`config.mk`:
```
export PLATFORM = sky130hd
export DESIGN_NAME = ins_interrupt_sequencer
export DESIGN_NICKNAME = d
export VERILOG_FILES = /design/src/ins_pkg.sv /design/src/ins_interrupt_sequencer.sv /design/src/ins_req_flag.sv
export SDC_FILE = /design/constraint.sdc
export NUM_CORES = 1
export LEC_CHECK = 0
export BUFFER_PORTS_ARGS = -buffer_cell sky130_fd_sc_hd__buf_2
export CAP_MARGIN = 20
export CORE_AREA = 5 5 170 172
export CTS_CLUSTER_SIZE = 12
export DETAILED_ROUTE_END_ITERATION = 8
export DIE_AREA = 0 0 175 177
export SLEW_MARGIN = 20
export SYNTH_ARGS = -nofsm -noshare
export SYNTH_HDL_FRONTEND = slang
export SYNTH_HIERARCHICAL = 1
export SYNTH_SLANG_ARGS = --single-unit
```
`constraint.sdc`:
```
create_clock -name aclk -period 22.8 [get_ports aclk]
set_input_delay 2.28 -clock aclk [delete_from_list [all_inputs] [get_ports aclk]]
set_output_delay 2.28 -clock aclk [all_outputs]
set_load 0.02 [all_outputs]
```
`src/ins_pkg.sv`:
```
// Package of constants, types and register map of the interrupt sequencer.
// Functional notes
// Swi 0-127 saves then clears stack flag
// Return restores the saved stack flag
// Swi 128-255 keeps stack selection unchanged
// Fetch 4-byte vector, jump to its address
// Break byte all ones uses swi 0
// Request flag set, held until accepted
// Accepted jump clears that request flag
// Software writes 0 to clear, never 1
// Watchdog underflow: interrupt or reset per select
// Watchdog reset select sticks until reset
// Supply recovery sets both flags, optional request
// Highest priority pending taken at boundaries
package ins_pkg;

  // Register byte offsets on the AXI4-Lite slave.
  localparam logic [7:0] INS_OFF_CTRL = 8'h00;
  localparam logic [7:0] INS_OFF_REQ = 8'h04;
  localparam logic [7:0] INS_OFF_PRIO = 8'h08;
  localparam logic [7:0] INS_OFF_VBASE = 8'h0C;
  localparam logic [7:0] INS_OFF_LVD = 8'h10;
  localparam logic [7:0] INS_OFF_ISTAT = 8'h14;
  localparam logic [7:0] INS_OFF_IMASK = 8'h18;
  localparam logic [7:0] INS_OFF_CORE = 8'h1C;

  // Field positions in the control and low-voltage registers.
  localparam int INS_CTRL_GIE = 0;
  localparam int INS_CTRL_WRS = 1;
  localparam int INS_CTRL_LVIE = 2;
  localparam int INS_LVD_VMF = 0;
  localparam int INS_LVD_LOW_VOLTAGE_DETECT_FLAG = 1;

  // Event bits of the interrupt status register.
  localparam int INS_EVT_W = 4;
  localparam int INS_EVT_ACCEPT = 0;
  localparam int INS_EVT_WDT = 1;
  localparam int INS_EVT_LVD = 2;
  localparam int INS_EVT_BRKFB = 3;

  // Values after reset.
  localparam logic [2:0] INS_CTRL_RST = 3'h0;
  localparam logic [31:0] INS_VBASE_RST = 32'h0000_0000;
  localparam logic [31:0] INS_PRIO_RST = 32'h0000_0000;

  // Vector and break constants.
  localparam logic [31:0] INS_BRK_FIX_ADDR = 32'h0FFF_FFE4;
  localparam logic [7:0] INS_BRK_BLANK = 8'hFF;
  localparam logic [7:0] INS_SWI_STACK_LIMIT = 8'h80;
  localparam logic [7:0] INS_HW_NUM_BASE = 8'h20;
  localparam int INS_VEC_BYTES = 4;
  localparam logic [1:0] INS_RESP_OKAY = 2'h0;
  localparam logic [1:0] INS_RESP_SLVERR = 2'h2;

  // Sequencer states.
  typedef enum logic [1:0] {
    INS_ST_IDLE,
    INS_ST_FETCH,
    INS_ST_REFETCH,
    INS_ST_JUMP
  } ins_state_t;

  // Requests from the CPU core sequencer.
  typedef struct packed {
    logic boundary;
    logic ienable;
    logic swi_req;
    logic [7:0] swi_num;
    logic brk_exec;
    logic reti;
    logic stack_wr;
    logic stack_wdata;
  } ins_cpu_in_t;

  // Jump answer to the CPU core sequencer.
  typedef struct packed {
    logic valid;
    logic [31:0] addr;
    logic [7:0] num;
  } ins_jump_t;

endpackage

```
`src/ins_interrupt_sequencer.sv`:
```
// Interrupt request arbitration, vector fetch and register slave.
//
// Added by the designer: the register offsets and the AXI4-Lite register port.
`timescale 1ns/1ps
module ins_interrupt_sequencer
  import ins_pkg::*;
#(
  parameter int NSRC = 8,
  parameter int PRIO_W = 3
) (
  // Clock and reset.
  input wire logic aclk,
  input wire logic aresetn,
  // AXI4-Lite write channels.
  input wire logic [7:0] s_axi_awaddr,
  input wire logic s_axi_awvalid,
  output logic s_axi_awready,
  input wire logic [31:0] s_axi_wdata,
  input wire logic [3:0] s_axi_wstrb,
  input wire logic s_axi_wvalid,
  output logic s_axi_wready,
  output logic [1:0] s_axi_bresp,
  output logic s_axi_bvalid,
  input wire logic s_axi_bready,
  // AXI4-Lite read channels.
  input wire logic [7:0] s_axi_araddr,
  input wire logic s_axi_arvalid,
  output logic s_axi_arready,
  output logic [31:0] s_axi_rdata,
  output logic [1:0] s_axi_rresp,
  output logic s_axi_rvalid,
  input wire logic s_axi_rready,
  // CPU core sequencer.
  input wire ins_cpu_in_t cpu_in,
  output ins_jump_t jump_out,
  output logic seq_busy,
  output logic stack_select,
  // Vector fetch port.
  output logic vf_req,
  output logic [31:0] vf_addr,
  input wire logic vf_ack,
  input wire logic [31:0] vf_data,
  // Interrupt sources.
  input wire logic [NSRC-3:0] periph_req,
  input wire logic wdt_underflow,
  input wire logic vcc_above_in,
  // System outputs.
  output logic sys_reset_req,
  output logic irq
);

  // Register state.
  logic [2:0] ctrl_r;
  logic [NSRC*PRIO_W-1:0] prio_r;
  logic [31:0] vbase_r;
  logic low_voltage_detect_flag_r;
  logic [INS_EVT_W-1:0] istat_r;
  logic [INS_EVT_W-1:0] imask_r;
  // AXI slave state.
  logic aw_held_r;
  logic w_held_r;
  logic [7:0] aw_addr_r;
  logic [31:0] w_data_r;
  logic [3:0] w_strb_r;
  logic bvalid_r;
  logic [1:0] bresp_r;
  logic rvalid_r;
  logic [31:0] rdata_r;
  logic [1:0] rresp_r;
  // Sequencer state.
  ins_state_t st_r;
  logic [7:0] num_r;
  logic is_hw_r;
  logic is_brk_r;
  logic [$clog2(NSRC)-1:0] hw_idx_r;
  logic [31:0] vf_addr_r;
  logic vf_req_r;
  logic jump_valid_r;
  logic [31:0] jump_addr_r;
  logic stack_r;
  logic stack_saved_r;
  logic sys_reset_r;
  // Supply comparator synchroniser and level.
  logic [2:0] vcc_sync_r;
  logic vmf_r;
  // Combinational nets.
  logic wr_fire;
  logic [31:0] wmask;
  logic [31:0] wmerge;
  logic [NSRC-1:0] flags;
  logic [NSRC-1:0] set_vec;
  logic [NSRC-1:0] sw_clr;
  logic [NSRC-1:0] hw_clr;
  logic [PRIO_W-1:0] best_prio;
  logic [$clog2(NSRC)-1:0] best_idx;
  logic lvd_rise;
  logic wdt_irq_set;
  logic lvd_irq_set;
  logic take_brk;
  logic take_swi;
  logic take_hw;
  logic brk_fallback;
  logic [INS_EVT_W-1:0] evt;
  logic [7:0] hw_num;

  // Byte-enable mask and merged write data.
  always_comb begin
    for (int b = 0; b < 4; b++) begin
      wmask[b*8 +: 8] = {8{w_strb_r[b]}};
    end
    wmerge = w_data_r & wmask;
  end

  // A register write happens once both address and data are held.
  assign wr_fire = aw_held_r && w_held_r && !bvalid_r;

  // Write address and data capture in either order.
  always_ff @(posedge aclk) begin
    if (!aresetn) begin
      aw_held_r <= 1'b0;
      w_held_r <= 1'b0;
      aw_addr_r <= 8'h00;
      w_data_r <= 32'h0000_0000;
      w_strb_r <= 4'h0;
    end else begin
      if (s_axi_awvalid && s_axi_awready) begin
        aw_held_r <= 1'b1;
        aw_addr_r <= s_axi_awaddr;
      end else if (wr_fire) begin
        aw_held_r <= 1'b0;
      end
      if (s_axi_wvalid && s_axi_wready) begin
        w_held_r <= 1'b1;
        w_data_r <= s_axi_wdata;
        w_strb_r <= s_axi_wstrb;
      end else if (wr_fire) begin
        w_held_r <= 1'b0;
      end
    end
  end

  assign s_axi_awready = !aw_held_r && !bvalid_r;
  assign s_axi_wready = !w_held_r && !bvalid_r;

  // Write response with error for an unmapped address.
  always_ff @(posedge aclk) begin
    if (!aresetn) begin
      bvalid_r <= 1'b0;
      bresp_r <= INS_RESP_OKAY;
    end else if (wr_fire) begin
      bvalid_r <= 1'b1;
      if (aw_addr_r[7:5] == 3'h0 && aw_addr_r[1:0] == 2'h0) begin
        bresp_r <= INS_RESP_OKAY;
      end else begin
        bresp_r <= INS_RESP_SLVERR;
      end
    end else if (s_axi_bready) begin
      bvalid_r <= 1'b0;
    end
  end

  assign s_axi_bvalid = bvalid_r;
  assign s_axi_bresp = bresp_r;

  // Control, priority, vector base and mask registers.
  always_ff @(posedge aclk) begin
    if (!aresetn) begin
      ctrl_r <= INS_CTRL_RST;
      prio_r <= INS_PRIO_RST[NSRC*PRIO_W-1:0];
      vbase_r <= INS_VBASE_RST;
      imask_r <= '0;
    end else if (wr_fire) begin
      if (aw_addr_r == INS_OFF_CTRL) begin
        ctrl_r[INS_CTRL_GIE] <= wmask[INS_CTRL_GIE] ?
          w_data_r[INS_CTRL_GIE] : ctrl_r[INS_CTRL_GIE];
        ctrl_r[INS_CTRL_LVIE] <= wmask[INS_CTRL_LVIE] ?
          w_data_r[INS_CTRL_LVIE] : ctrl_r[INS_CTRL_LVIE];
        // Once set, only reset returns the select to interrupt mode.
        ctrl_r[INS_CTRL_WRS] <= ctrl_r[INS_CTRL_WRS] |
          wmerge[INS_CTRL_WRS];
      end else if (aw_addr_r == INS_OFF_PRIO) begin
        prio_r <= (prio_r & ~wmask[NSRC*PRIO_W-1:0]) |
          wmerge[NSRC*PRIO_W-1:0];
      end else if (aw_addr_r == INS_OFF_VBASE) begin
        vbase_r <= ((vbase_r & ~wmask) | wmerge) & 32'hFFFF_FFFC;
      end else if (aw_addr_r == INS_OFF_IMASK) begin
        imask_r <= (imask_r & ~wmask[INS_EVT_W-1:0]) |
          wmerge[INS_EVT_W-1:0];
      end
    end
  end

  // Software clears a request flag by writing zero to its bit.
  assign sw_clr = (wr_fire && aw_addr_r == INS_OFF_REQ) ?
    (wmask[NSRC-1:0] & ~w_data_r[NSRC-1:0]) : '0;

  // Three-stage synchroniser on the supply comparator.
  always_ff @(posedge aclk) begin
    if (!aresetn) begin
      vcc_sync_r <= 3'h0;
      vmf_r <= 1'b0;
    end else begin
      vcc_sync_r <= {vcc_sync_r[1:0], vcc_above_in};
      if (vcc_sync_r[1] == vcc_sync_r[2]) begin
        vmf_r <= vcc_sync_r[2];
      end
    end
  end

  // Recovery is a settled rise of the comparator level.
  assign lvd_rise = (vcc_sync_r[1] == vcc_sync_r[2]) && vcc_sync_r[2] &&
    !vmf_r;

  // Detection flag: set on recovery, cleared by writing zero.
  always_ff @(posedge aclk) begin
    if (!aresetn) begin
      low_voltage_detect_flag_r <= 1'b0;
    end else if (lvd_rise) begin
      low_voltage_detect_flag_r <= 1'b1;
    end else if (wr_fire && aw_addr_r == INS_OFF_LVD &&
                 wmask[INS_LVD_LOW_VOLTAGE_DETECT_FLAG] && !w_data_r[INS_LVD_LOW_VOLTAGE_DETECT_FLAG]) begin
      low_voltage_detect_flag_r <= 1'b0;
    end
  end

  // Watchdog underflow routes to reset or to an interrupt request.
  assign wdt_irq_set = wdt_underflow && !ctrl_r[INS_CTRL_WRS];
  assign lvd_irq_set = lvd_rise && ctrl_r[INS_CTRL_LVIE];
  assign set_vec = {lvd_irq_set, wdt_irq_set, periph_req};

  // System reset request pulse.
  always_ff @(posedge aclk) begin
    if (!aresetn) begin
      sys_reset_r <= 1'b0;
    end else begin
      sys_reset_r <= wdt_underflow && ctrl_r[INS_CTRL_WRS];
    end
  end

  assign sys_reset_req = sys_reset_r;

  // One sticky request flag per source.
  genvar gi;
  generate
    for (gi = 0; gi < NSRC; gi++) begin : g_flag
      assign hw_clr[gi] = (st_r == INS_ST_JUMP) && is_hw_r &&
        (hw_idx_r == ($clog2(NSRC))'(gi));
      ins_req_flag u_flag (
        .aclk(aclk),
        .aresetn(aresetn),
        .set_pulse(set_vec[gi]),
        .hw_clr(hw_clr[gi]),
        .sw_clr(sw_clr[gi]),
        .flag(flags[gi])
      );
    end
  endgenerate

  // Highest programmed level wins; level zero never requests.
  always_comb begin
    best_prio = '0;
    best_idx = '0;
    for (int i = 0; i < NSRC; i++) begin
      if (flags[i] && prio_r[i*PRIO_W +: PRIO_W] > best_prio) begin
        best_prio = prio_r[i*PRIO_W +: PRIO_W];
        best_idx = i[$clog2(NSRC)-1:0];
      end
    end
  end

  // Requests are only taken at an instruction boundary while idle.
  assign take_brk = (st_r == INS_ST_IDLE) && cpu_in.boundary &&
    cpu_in.brk_exec;
  assign take_swi = (st_r == INS_ST_IDLE) && cpu_in.boundary &&
    !cpu_in.brk_exec && cpu_in.swi_req;
  assign take_hw = (st_r == INS_ST_IDLE) && cpu_in.boundary &&
    !cpu_in.brk_exec && !cpu_in.swi_req && cpu_in.ienable &&
    ctrl_r[INS_CTRL_GIE] && (best_prio != '0);
  assign hw_num = INS_HW_NUM_BASE + 8'(best_idx);
  assign brk_fallback = (st_r == INS_ST_FETCH) && vf_ack && is_brk_r &&
    (vf_data[31:24] == INS_BRK_BLANK);

  // Vector fetch and jump sequencer.
  always_ff @(posedge aclk) begin
    if (!aresetn) begin
      st_r <= INS_ST_IDLE;
      num_r <= 8'h00;
      is_hw_r <= 1'b0;
      is_brk_r <= 1'b0;
      hw_idx_r <= '0;
      vf_addr_r <= 32'h0000_0000;
      vf_req_r <= 1'b0;
      jump_valid_r <= 1'b0;
      jump_addr_r <= 32'h0000_0000;
    end else begin
      jump_valid_r <= 1'b0;
      case (st_r)
        INS_ST_IDLE: begin
          if (take_brk) begin
            is_brk_r <= 1'b1;
            is_hw_r <= 1'b0;
            vf_addr_r <= INS_BRK_FIX_ADDR;
            vf_req_r <= 1'b1;
            st_r <= INS_ST_FETCH;
          end else if (take_swi || take_hw) begin
            is_brk_r <= 1'b0;
            is_hw_r <= take_hw;
            hw_idx_r <= best_idx;
            num_r <= take_hw ? hw_num : cpu_in.swi_num;
            // Each vector holds a 4-byte handler address.
            vf_addr_r <= vbase_r + 32'(INS_VEC_BYTES) *
              {24'h000000, take_hw ? hw_num : cpu_in.swi_num};
            vf_req_r <= 1'b1;
            st_r <= INS_ST_FETCH;
          end
        end
        INS_ST_FETCH: begin
          if (vf_ack) begin
            vf_req_r <= 1'b0;
            if (brk_fallback) begin
              // Blank break vector: use software interrupt 0 instead.
              is_brk_r <= 1'b0;
              num_r <= 8'h00;
              vf_addr_r <= vbase_r;
              st_r <= INS_ST_REFETCH;
            end else begin
              jump_addr_r <= vf_data;
              jump_valid_r <= 1'b1;
              st_r <= INS_ST_JUMP;
            end
          end
        end
        INS_ST_REFETCH: begin
          vf_req_r <= 1'b1;
          st_r <= INS_ST_FETCH;
        end
        INS_ST_JUMP: begin
          st_r <= INS_ST_IDLE;
        end
        default: begin
          st_r <= INS_ST_IDLE;
        end
      endcase
    end
  end

  // Stack select flag: saved and cleared for low numbers only.
  always_ff @(posedge aclk) begin
    if (!aresetn) begin
      stack_r <= 1'b0;
      stack_saved_r <= 1'b0;
    end else if ((take_swi && cpu_in.swi_num < INS_SWI_STACK_LIMIT) ||
                 take_hw) begin
      stack_saved_r <= stack_r;
      stack_r <= 1'b0;
    end else if (take_swi) begin
      stack_r <= stack_r;
    end else if (cpu_in.reti) begin
      stack_r <= stack_saved_r;
    end else if (cpu_in.stack_wr) begin
      stack_r <= cpu_in.stack_wdata;
    end
  end

  // Sticky event status, write one to clear; new events win.
  assign evt = {brk_fallback, lvd_rise, wdt_underflow,
    st_r == INS_ST_JUMP};
  always_ff @(posedge aclk) begin
    if (!aresetn) begin
      istat_r <= '0;
    end else if (wr_fire && aw_addr_r == INS_OFF_ISTAT) begin
      istat_r <= (istat_r & ~wmerge[INS_EVT_W-1:0]) | evt;
    end else begin
      istat_r <= istat_r | evt;
    end
  end

  assign irq = |(istat_r & imask_r);

  // Read channel with register decode.
  always_ff @(posedge aclk) begin
    if (!aresetn) begin
      rvalid_r <= 1'b0;
      rdata_r <= 32'h0000_0000;
      rresp_r <= INS_RESP_OKAY;
    end else if (s_axi_arvalid && s_axi_arready) begin
      rvalid_r <= 1'b1;
      rresp_r <= INS_RESP_OKAY;
      rdata_r <= 32'h0000_0000;
      if (s_axi_araddr == INS_OFF_CTRL) begin
        rdata_r <= {29'h0, ctrl_r};
      end else if (s_axi_araddr == INS_OFF_REQ) begin
        rdata_r <= 32'(flags);
      end else if (s_axi_araddr == INS_OFF_PRIO) begin
        rdata_r <= 32'(prio_r);
      end else if (s_axi_araddr == INS_OFF_VBASE) begin
        rdata_r <= vbase_r;
      end else if (s_axi_araddr == INS_OFF_LVD) begin
        rdata_r <= {30'h0, low_voltage_detect_flag_r, vmf_r};
      end else if (s_axi_araddr == INS_OFF_ISTAT) begin
        rdata_r <= 32'(istat_r);
      end else if (s_axi_araddr == INS_OFF_IMASK) begin
        rdata_r <= 32'(imask_r);
      end else if (s_axi_araddr == INS_OFF_CORE) begin
        rdata_r <= {16'h0, num_r, 5'h0, st_r != INS_ST_IDLE,
          stack_saved_r, stack_r};
      end else begin
        rresp_r <= INS_RESP_SLVERR;
      end
    end else if (s_axi_rready) begin
      rvalid_r <= 1'b0;
    end
  end

  assign s_axi_arready = !rvalid_r;
  assign s_axi_rvalid = rvalid_r;
  assign s_axi_rdata = rdata_r;
  assign s_axi_rresp = rresp_r;

  // Core-facing outputs.
  assign jump_out.valid = jump_valid_r;
  assign jump_out.addr = jump_addr_r;
  assign jump_out.num = num_r;
  assign seq_busy = (st_r != INS_ST_IDLE);
  assign stack_select = stack_r;
  assign vf_req = vf_req_r;
  assign vf_addr = vf_addr_r;

endmodule // ins_interrupt_sequencer

```
`src/ins_req_flag.sv`:
```
// One sticky interrupt request flag with hardware and software clear.
`timescale 1ns/1ps
module ins_req_flag
  import ins_pkg::*;
(
  // Clock and reset.
  input wire logic aclk,
  input wire logic aresetn,
  // Set and clear strobes.
  input wire logic set_pulse,
  input wire logic hw_clr,
  input wire logic sw_clr,
  // Flag state.
  output logic flag
);

  logic flag_r;
  logic flag_nxt;

  // A new request wins over a clear in the same cycle.
  always_comb begin
    if (set_pulse) begin
      flag_nxt = 1'b1;
    end else if (hw_clr || sw_clr) begin
      flag_nxt = 1'b0;
    end else begin
      flag_nxt = flag_r;
    end
  end

  // Flag register.
  always_ff @(posedge aclk) begin
    if (!aresetn) begin
      flag_r <= 1'b0;
    end else begin
      flag_r <= flag_nxt;
    end
  end

  assign flag = flag_r;

endmodule // ins_req_flag

```
==> results of run 1 <==
-- per-layer routing --
metal / up-vias / global-route usage (%) / part of all wire [%]
li1: 5220 / - / -
met1: 4898 / 32.80 / 47
met2: 377 / 31.86 / 42
met3: 45 / 6.388 / 9.5
met4: 14 / 3.764 / 1.2
met5: - / 0 / 0.24
-- worst max-delay path by stage --
stage	startpoint	to	slack, ns	cells past startpoint
3_5_place_dp	g_flag[0].u_flag/flag	vf_addr[28]	9.96	55
5_1_grt	g_flag[0].u_flag/flag	vf_addr[26]	8.65	55
3_3_place_gp	g_flag[0].u_flag/flag	vf_addr[28]	10.25	55
4_1_cts	g_flag[0].u_flag/flag	vf_addr[28]	9.96	55
6_report	g_flag[0].u_flag/flag	vf_addr[28]	9.82	55
2_1_floorplan	g_flag[0].u_flag/flag	vf_addr[28]	10.81	57
-- worst register-to-register path: cells and delay by family, from the launching register on --
family	cells	cell delay, ns
xor+xnor	1	0.16
mux	4	1.57
flops	1	0.41
compound gates	19	4.51
fa+ha+maj	9	2.38
simple gates	22	3.86
-- layout by cell type (no fill, tap or decap), types with 8 or more instances in the layout --
cell type and instances:
dfxtp_1 242, xnor2_1 16, buf_2 229, a21oi_1 199, clkbuf_16 27, inv_1 32, clkbuf_1 9, ha_1 22
nand2b_1 15, mux2i_1 16, xor2_1 12, o21ai_0 23, a211oi_1 8, nand3_1 32, nor2b_1 9, a22oi_1 22
nand2_1 340, and2_1 20, nor2_1 126, buf_4 13, a211oi_2 12, nand4_1 11, nor3b_2 9, nor3_1 30
o21a_1 9
-- stage by stage --
step / instances / power, W / setup slack (ns) / instance area [um^2] / hold slack, ns
floorplan: 1413 / 0.0005258 / 10.81 / 11250 / 0.4119
global placement: 1915 / 0.0005643 / 10.25 / 12540 / 0.4160
detailed placement: 1915 / 0.0005653 / 9.955 / 12540 / 0.4216
CTS: 1964 / 0.001004 / 9.960 / 13430 / 0.4311
global route: 1965 / 0.001032 / 8.651 / 13440 / 0.4602
finish: 1966 / 0.0009928 / 9.820 / 13440 / 0.4288
-- cells by family (layout without fill, tap and decap cells) --
kind of cell               count (synthesis)  after routing  synth area share [%]
muxes                                     28             28                 3.016
and+or+nand+nor                          629            629                 24.86
adders and majority gates                 23             23                 2.627
AOI/OAI and AO/OA                        341            341                 19.64
buffers and inverters                    118            324                 4.541
xor gates and xnor gates                  28             28                 2.181
DFF                                      242            242                 43.09
other                                      1              5               0.03336
-- area by class of cell --
cell class	instances	area [um^2]
Antenna cell	1	2.502
Fill cell	2759	13880
Multi-Input combinational cell	1053	5901
Inverter	33	131.4
Sequential cell	242	4845
Clock buffer	42	792.0
Timing Repair Buffer	242	1244
Clock inverter	7	95.09
Tap cell	346	432.9
-- power by group --
part	internal [W]	switching, W	total [W]
logic	0.0000354	0.0000652	0.000101
registers	0.000440	0.0000149	0.000455
clock network	0.000261	0.000176	0.000437
==> summary.md, run 1 <==
| Metric | Value |
|---|---|
| Outcome | finished clean |
| Min Tclk post-route | 12.98 ns |
| Kind of start point of the critical path | flip-flop |
| Top post-synthesis cells by area | dfxtp_1 (43%), nand2_1 (11%), a21oi_1 (8.9%) |
| Final setup TNS | 0 ns |
| Critical R2R Capture | vf_addr[28] |
| Top cell type by total area after synthesis | dfxtp_1 |
| Total gr overflow | 0 |
| Die Span Y | 177 um |
| Vias per Instance | 5.368 |
| Hold Path Cell Cnt | 1 |
| Max Freq | 77.04 MHz |
| Slowest cell delay on critical path | 0.69 ns |
| R2R Setup Slk | 9.82 ns |
| Leak pwr | 5.302 nW |
| Detail Placement HPWL | 26580 um |
| Num CTS Buffers | 27 |
| Drt initial violations | 816 |
| Post-layout util | 49.20% |
| Num rows | 61 |
| Drt first pass iters | 7 |
| Synth top cells by count | nand2_1 (340), dfxtp_1 (242), a21oi_1 (199), nor2_1 (127), clkbuf_1 (66) |
| Port bufs | 229 |
| Mean routed wirelength per cell | 18.16 um |
| Hold Startpoint | vcc_sync_r[0] |
| Gr usage total | 21.96% |
| Share of layout cells above drive strength 1 | 20.88% |
| CP max stage cell | a2111oi_4 |
| Final-stage net count | 1737 |
| Layout area overhead | 19.58% |
| Number of synthesized flops with an enable pin | 0 |
| Top Ports | 234 |
| HP Class | flip-flop to flip-flop |
| Ys flop type | dfxtp_1 |
| Worst skew pair latency | 0.56 ns |
| RR Startpoint | g_flag[0].u_flag/flag |
| Hold endpoint | vcc_sync_r[1] |
| Final Wtd Congestion | 0.9327 |
| Crit-path max FO | 15 |
| Cell Area, Synth | 11240 um^2 |
| Ys async rst share | 0% |
| WP buf/inv | 0 |
| Crit Path Category | flip-flop to flip-flop |
| Distinct cells, synth | 80 |
| WL final | 35700 um |
| Root Driver | clkbuf_16 |
| Clock Tree Buf Depth | 3 |
| Worst EP arrival | 13.43 ns |
| Synth Warn # | 6 |
| Die area | 30980 um^2 |
| Final period util | 56.93% |
| DRC Markers | 0 |
| Sink Count | 242 |
| RSZ-0062 raised after global routing | false |
| Initial antenna violation count | 8 |
| Worst-path clk slew | 0.06 ns |
| Effective utilization at floorplan | 41.14% |
| Mapped Cells | 1410 |
| Final hold vios | 0 |
| Flop and latch count out of synthesis | 242 |
| Relative slew slack | 42.66% |
| Post-CTS Hold Fix Bufs | 0 |
| Post-synthesis sequential area ratio | 43.09% |
| H-tree levels | 1 |
| Worst Max-Slew Pin Slew | 0.8601 ns |
| Power density over cell area | 73.85 nW/um^2 |
| First-pass GRT wire length | 54890 um |
| Via Count | 10550 |
| Post-Route Skew | 0.02870 ns |
| Max cap viols | 0 |
| Post-cts sizing count | 0 |
| Worst path required time | 23.25 ns |
| Reg2Reg Depth | 55 |
| Post-Syn Area per Cell | 7.973 um^2 |
| Post-CTS setup buffers | 0 |
| Core Area | 27320 um^2 |
| Critical Path End Type | flip-flop |
| Max rail drop VDD | 56.71 uV |
| Final Max Tran Viols | 0 |
| TritonCTS clock tree | done |
| Number of global-route vias before repair | 9609 |
| Synth top area share | 43.09% |
| Largest net degree at the start of global routing | 148 |
| Final setup viols | 0 |
| Die width | 175 um |
| Final ANT Viol Nets | 0 |
| Most frequent cell after synthesis | nand2_1 |
| Critical Path Most Common Cell | ha_1 |
| Family with the most delay on the worst path | compound AO/OA/AOI/OAI gates |
No activity file was read; power rests on OpenSTA's default activity.
==> inputs of run 2 (changes only) <==
--- a/config.mk
+++ b/config.mk
@@ -11,6 +11,7 @@
 export CTS_CLUSTER_SIZE = 12
 export DETAILED_ROUTE_END_ITERATION = 8
 export DIE_AREA = 0 0 175 177
+export PLACE_DENSITY = 0.66
 export SLEW_MARGIN = 20
 export SYNTH_ARGS = -nofsm -noshare
 export SYNTH_HDL_FRONTEND = slang
==> constraint.sdc (replaced) <==
create_clock -name aclk -period 10.85 [get_ports aclk]
set_input_delay 1.085 -clock aclk [delete_from_list [all_inputs] [get_ports aclk]]
set_output_delay 1.085 -clock aclk [all_outputs]
set_load 0.02 [all_outputs]
==> summary.md, run 2 (synthesis gave the netlist of run 1 again) <==
| Metric | Value |
|---|---|
| Slowest cell delay on critical path | 0.41 ns (-0.28 ns) |
| Drt initial violations | 897 (+9.9%) |
| Gr usage total | 22.55% (+0.59 points) |
| Largest net degree at the start of global routing | 83 (-44%) |
| Die width | 175 um (unchanged) |
| DRC Markers | 0 (unchanged) |
| HP Class | flip-flop to flip-flop |
| Final hold vios | 0 (unchanged) |
| Core Area | 27320 um^2 (unchanged) |
| Initial antenna violation count | 7 (-1) |
| Most frequent cells in the layout | nand2_1 (332), dfxtp_1 (240), buf_2 (229) |
| Critical Path End Type | flip-flop |
| Clock Tree Buf Depth | 3 (unchanged) |
| Comb power frac | 10.0% (about the same) |
| Final setup viols | 0 (unchanged) |
| Max cap viols | 0 (unchanged) |
| Port bufs | 229 (unchanged) |
| Sink Count | 242 (unchanged) |
| CP max stage cell | a2111oi_4 |
| WL final | 36910 um (+3.4%) |
| Post-CTS Hold Fix Bufs | 0 (unchanged) |
| Critical R2R Capture | vf_addr[28] |
| First-pass GRT wire length | 56590 um (+3.1%) |
| Relative slew slack | 34.87% (-7.8 points) |
| Share of layout cells above drive strength 1 | 26.96% (+6.1 points) |
| Reg2Reg Depth | 55 (unchanged) |
| Max rail drop VDD | 124.9 uV (+120%) |
| Top Ports | 234 (unchanged) |
| Post-Route Skew | 0.01421 ns (-0.01449 ns) |
| Number of global-route vias before repair | 10200 (+6.1%) |
| Final period util | 97.73% (+41 points) |
| Die area | 30980 um^2 (unchanged) |
| Power density over cell area | 150.1 nW/um^2 (+100%) |
| Worst Max-Slew Pin Slew | 0.9770 ns (+0.1169 ns) |
| Layout area overhead | 26.93% |
| Die Span Y | 177 um (unchanged) |
| Min Tclk post-route | 10.60 ns (-2.376 ns) |
| Non-filler instance count after layout | 2011 (+2.3%) |
| RR Startpoint | g_flag[0].u_flag/flag |
| Effective utilization at floorplan | 41.14% (unchanged) |
| Worst skew pair latency | 0.54 ns (-0.02 ns) |
| Crit path to | vf_addr[28] |
| Placed insts | 1935 (+1.0%) |
| Leak pwr | 5.639 nW (+6.4%) |
| H-tree levels | 1 (unchanged) |
| Drt first pass iters | 7 (unchanged) |
| Final ANT Viol Nets | 0 (unchanged) |
| Vias per Instance | 5.431 (+1.2%) |
| Hold_ws | 0.4357 ns (+0.006943 ns) |
| Worst-path clk slew | 0.06 ns (about the same) |
| Final Wtd Congestion | 0.9644 (+3.4%) |
| Outcome | finished clean |
| RSZ-0062 raised after global routing | true |
| Root Driver | clkbuf_16 |
| Part of the power in the clock network | 45.3% (+1.3 points) |
| TritonCTS clock tree | done |
| Num rows | 61 (unchanged) |
| Mean routed wirelength per cell | 18.36 um (+1.1%) |
| Kind of start point of the critical path | flip-flop |
| Critical Path Most Common Cell | ha_4 |
| Worst EP arrival | 11.04 ns (-2.39 ns) |
| Crit Path Category | flip-flop to flip-flop |
| Crit-path max FO | 7 (-8) |
| Most common cell after layout, fill and taps aside | nand2_1 |
| Switch share | 25.11% (-0.74 points) |
| Internal | 0.001604 W (+120%) |
| Final-stage net count | 1781 (+2.5%) |
| Sequential power share | 44.7% (-1.2 points) |
| Num CTS Buffers | 27 (unchanged) |
| Max Freq | 94.31 MHz (+22%) |
| CP startpoint | g_flag[0].u_flag/flag |
| Detail Placement HPWL | 26950 um (+1.4%) |
| Total gr overflow | 0 (unchanged) |
| Via Count | 10920 (+3.5%) |
| R2R Setup Slk | 0.25 ns (-9.57 ns) |
| Worst path required time | 11.28 ns (-11.97 ns) |
| Final Max Tran Viols | 0 (unchanged) |
| Psw | 0.0005379 W (+110%) |
[run 2: changes by cell type in the layout (fill, tap and decap cells not counted), sizes merged]
cell and delta:
buf +44, bufinv +2, clkbuf -2, clkinvlp -1
diode +2
[run 2: area by class of cell]
class	count	area, um^2
fill	2619	13050
multi-input combinational	1053	6317
sequential	242	4850
timing repair buffer	286	1585
clock buffer	40	804.5
tap	346	432.9
clock inverter	8	143.9
inverter	33	128.9
antenna	3	7.507
[run 2: what timing repair did]
item,4_1_cts,5_1_grt
pin swaps,9,43
setup buffers,16,10
setup endpoints to repair,22,25
gates resized for setup,6,65
[run 2: worst min path at each step]
stage	slack, ns	start	end	cells past startpoint
after floorplan	0.41	vcc_sync_r[0]	vcc_sync_r[1]	1
after global placement	0.42	vcc_sync_r[0]	vcc_sync_r[1]	1
after detailed placement	0.43	vcc_sync_r[0]	vcc_sync_r[1]	1
after CTS	0.45	vcc_sync_r[0]	vcc_sync_r[1]	1
after global routing	0.47	aw_addr_r[5]	aw_addr_r[5]	2
final	0.44	vcc_sync_r[0]	vcc_sync_r[1]	1
[run 2: stage by stage]
stage | total power (W) | worst slack (ns) | cell area [um^2] | TNS [ns] | util [%]
floorplan | 0.001106 | 0.02324 | 11330 | 0 | -
detailed placement | 0.001189 | -0.2958 | 12770 | -3.591 | 46.73
global placement | 0.001186 | 0.02328 | 12770 | 0 | 46.73
CTS | 0.002161 | 0.003960 | 13850 | 0 | 50.71
finish | 0.002142 | 0.2464 | 14270 | 0 | 52.23
global route | 0.002222 | -0.2179 | 14270 | -3.288 | 52.22
[run 2: worst max-delay path, delay by kind of cell, from the launching register on]
family | cells | cell delay [ns]
AO/OA/AOI/OAI | 21 | 3.89
XOR/XNOR | 1 | 0.16
adder cells (fa/ha/maj) | 9 | 1.95
flip-flops | 1 | 0.37
multiplexers | 4 | 1.39
AND/OR/NAND/NOR | 20 | 2.69
[run 2: power by group through the flow]
stage,clock network [W],registers (W),logic (W)
CTS,0.000990,0.000957,0.000214
finish,0.000970,0.000958,0.000214
detailed placement,0,0.000976,0.000213
global route,0.00102,0.000962,0.000237
global placement,0,0.000975,0.000211
floorplan,0,0.000989,0.000117
[run 2: routing by layer]
metal,wire [um],part of all wire (%),GRT usage (%),vias to the layer above
met5,62,0.17,0,-
met4,849,2.3,4.714,10
met3,3882,11,6.623,62
met2,15830,43,34.13,457
met1,16290,44,32.13,5082
li1,-,-,-,5311
==> inputs of run 3 (changes only) <==
--- a/config.mk
+++ b/config.mk
@@ -7,12 +7,11 @@
 export LEC_CHECK = 0
 export BUFFER_PORTS_ARGS = -buffer_cell sky130_fd_sc_hd__buf_2
 export CAP_MARGIN = 20
-export CORE_AREA = 5 5 170 172
+export CORE_AREA = 5 5 174 176
 export CTS_CLUSTER_SIZE = 12
 export DETAILED_ROUTE_END_ITERATION = 8
-export DIE_AREA = 0 0 175 177
-export PLACE_DENSITY = 0.66
-export SLEW_MARGIN = 20
+export DIE_AREA = 0 0 179 181
+export SLEW_MARGIN = 10
 export SYNTH_ARGS = -nofsm -noshare
 export SYNTH_HDL_FRONTEND = slang
 export SYNTH_HIERARCHICAL = 1
==> summary.md, run 3 (synthesis gave the netlist of run 1 again) <==
| Metric | Value |
|---|---|
| Outcome | finished clean |
| Final Wtd Congestion | 0.9083 (-5.8%) |
| Total gr overflow | 0 (unchanged) |
| Kind of start point of the critical path | flip-flop |
| Drt first pass iters | 6 (-1) |
| Largest net degree at the start of global routing | 142 (+71%) |
| Die Span Y | 181 um (+2.3%) |
| Root Driver | clkbuf_16 |
| Num rows | 62 (+1.6%) |
| Max Freq | 95.85 MHz (+1.6%) |
| H-tree levels | 1 (unchanged) |
| Family with the most delay on the worst path | compound AO/OA/AOI/OAI gates |
| Sink Count | 242 (unchanged) |
| TritonCTS clock tree | done |
| Max cap viols | 0 (unchanged) |
| Worst Max-Slew Pin Slew | 1.092 ns (+0.1147 ns) |
| Register area | 4848 um^2 (about the same) |
| Most frequent cells in the layout | nand2_1 (334), dfxtp_1 (241), buf_2 (229) |
| Critical R2R Capture | vf_addr[29] |
| Crit-path max FO | 6 (-1) |
| Internal | 0.001547 W (-3.6%) |
| Top Ports | 234 (unchanged) |
| Final hold vios | 0 (unchanged) |
| Most common cell after layout, fill and taps aside | nand2_1 |
| Power density over cell area | 147.4 nW/um^2 (-1.8%) |
| Psw | 0.0005432 W (+0.99%) |
| Post-CTS Hold Fix Bufs | 0 (unchanged) |
| Final setup viols | 0 (unchanged) |
| Initial antenna violation count | 12 (+5) |
| Reg2Reg Depth | 54 (-1.8%) |
| Sequential power share | 45.9% (+1.2 points) |
| Worst skew pair latency | 0.55 ns (about the same) |
| RR Startpoint | g_flag[0].u_flag/flag |
| Multi-input logic area | 6248 um^2 (-1.1%) |
| Fill count | 2803 (+7.0%) |
| Critical Path End Type | flip-flop |
| Port bufs | 229 (unchanged) |
| Share of layout cells above drive strength 1 | 26.37% (-0.59 points) |
| Via Count | 10860 (-0.60%) |
| Final ANT Viol Nets | 0 (unchanged) |
| Post-Route Skew | 0.01235 ns (-0.001858 ns) |
| Comb power frac | 10.2% (+0.2 points) |
| Final setup TNS | 0 ns (unchanged) |
| Place WS | -0.3086 ns (-0.01283 ns) |
| Part of the power in the clock network | 44.0% (-1.3 points) |
| Hold endpoint | vcc_sync_r[1] |
| Min Tclk post-route | 10.43 ns (-0.1706 ns) |
| First-pass GRT wire length | 57360 um (+1.4%) |
| R2R Setup Slk | 0.42 ns (+0.17 ns) |
| Gr usage total | 22.05% (-0.51 points) |
| Die area | 32400 um^2 (+4.6%) |
| Worst-path clk slew | 0.06 ns (about the same) |
| Mean routed wirelength per cell | 18.16 um (-1.1%) |
| Crit Path Category | flip-flop to flip-flop |
| Worst EP arrival | 10.87 ns (-0.17 ns) |
| Worst path required time | 11.29 ns (about the same) |
| DRC Markers | 0 (unchanged) |
| Switch share | 25.99% (+0.88 points) |
| Relative slew slack | 27.22% (-7.6 points) |
| Final period util | 96.16% (-1.6 points) |
| Number of global-route vias before repair | 10200 (-0.020%) |
| Slowest cell delay on critical path | 0.44 ns (+0.03 ns) |
| WP buf/inv | 1 (+1) |
| Hold Path Cell Cnt | 1 (unchanged) |
| Layout area overhead | 26.17% |
| Clock Tree Buf Depth | 3 (unchanged) |
| Hold Startpoint | vcc_sync_r[0] |
| Critical Path Most Common Cell | ha_4 |
| PnR worst setup slack | 0.4170 ns (+0.1706 ns) |
| Die width | 179 um (+2.3%) |
| CP max stage cell | a2111oi_4 |
| Final Max Tran Viols | 0 (unchanged) |
| Vias per Instance | 5.301 (-2.4%) |
| HP Class | flip-flop to flip-flop |
| Core Area | 28470 um^2 (+4.2%) |
| Post-layout util | 49.82% (-2.4 points) |
| Detail Placement HPWL | 27490 um (+2.0%) |
| Effective utilization at floorplan | 39.49% (-1.7 points) |
| Final-stage net count | 1782 (+0.056%) |
| Drt initial violations | 900 (+0.33%) |
| Num CTS Buffers | 27 (unchanged) |
| WL final | 37180 um (+0.73%) |
| Leak pwr | 5.600 nW (-0.71%) |
| Max rail drop VDD | 98.62 uV (-21%) |
==> run 3: cell types whose count changed in the layout (fill, tap and decap cells not counted), moves of 3 or more <==
cell / before / now
nand3_1: 30 / 26
buf_6: 3 / 0
nor3_1: 24 / 27
ha_1: 10 / 14
nor3_2: 7 / 3
nand3_2: 2 / 6
buf_4: 54 / 58
ha_4: 12 / 8
==> run 3: worst max path at each step <==
stage / from / endpoint / slack [ns] / cells past startpoint
2_1_floorplan: g_flag[0].u_flag/flag / vf_addr[28] / 0.02 / 57
3_3_place_gp: g_flag[0].u_flag/flag / vf_addr[31] / 0.007 / 54
3_5_place_dp: g_flag[0].u_flag/flag / vf_addr[31] / -0.31 / 54
4_1_cts: g_flag[0].u_flag/flag / vf_addr[28] / 0.01 / 55
5_1_grt: g_flag[0].u_flag/flag / vf_addr[18] / -0.08 / 57
6_report: g_flag[0].u_flag/flag / vf_addr[29] / 0.42 / 54
==> run 3: worst reg2reg max path, delay by kind of cell, from the launching register on <==
family	cells	cell delay, ns
buffers and inverters	1	0.15
flip-flops	1	0.36
adder cells (fa/ha/maj)	8	1.83
AND/OR/NAND/NOR	17	2.34
XOR/XNOR	1	0.15
multiplexers	4	1.40
AO/OA/AOI/OAI	23	4.09
==> run 3: timing repair <==
action	4_1_cts	5_1_grt
endpoints found under the setup margin	22	26
pin swaps	10	31
gates resized for setup	7	51
setup buffers	16	9
cloned	0	0
==> run 3: area by class of cell <==
class,count,area share (%)
tap,384,3.387
clock inverter,7,0.7586
sequential,242,34.18
inverter,33,0.9086
multi-input combinational,1053,44.05
clock buffer,39,5.505
timing repair buffer,287,11.15
antenna,3,0.05293
==> run 3: power by group through the flow <==
stage	combinational, W	clock (W)	sequential, W
2_1_floorplan	0.000117	0	0.000989
3_3_place_gp	0.000211	0	0.000977
3_5_place_dp	0.000214	0	0.000978
4_1_cts	0.000214	0.000939	0.000958
5_1_grt	0.000236	0.000974	0.000963
6_report	0.000213	0.000919	0.000959
==> run 3: metrics by stage <==
| step | cells | total power [W] | hold slack [ns] | cell area [um^2] |
|---|---|---|---|---|
| after floorplan | 1413 | 0.001106 | 0.4119 | 11330 |
| after global placement | 1975 | 0.001188 | 0.4137 | 12830 |
| after detailed placement | 1975 | 0.001191 | 0.4230 | 12830 |
| after CTS | 2037 | 0.002112 | 0.4373 | 13860 |
| after global routing | 2048 | 0.002173 | 0.4635 | 14180 |
| final | 2048 | 0.002090 | 0.4357 | 14180 |
==> run 3: metal layers <==
| metal | vias up | track usage (%) | wire length (um) |
|---|---|---|---|
| li1 | 5315 | - | - |
| met1 | 5069 | 32.29 | 17150 |
| met5 | - | 0 | 86 |
| met4 | 16 | 4.759 | 697 |
| met2 | 395 | 32.15 | 15550 |
| met3 | 62 | 6.375 | 3704 |
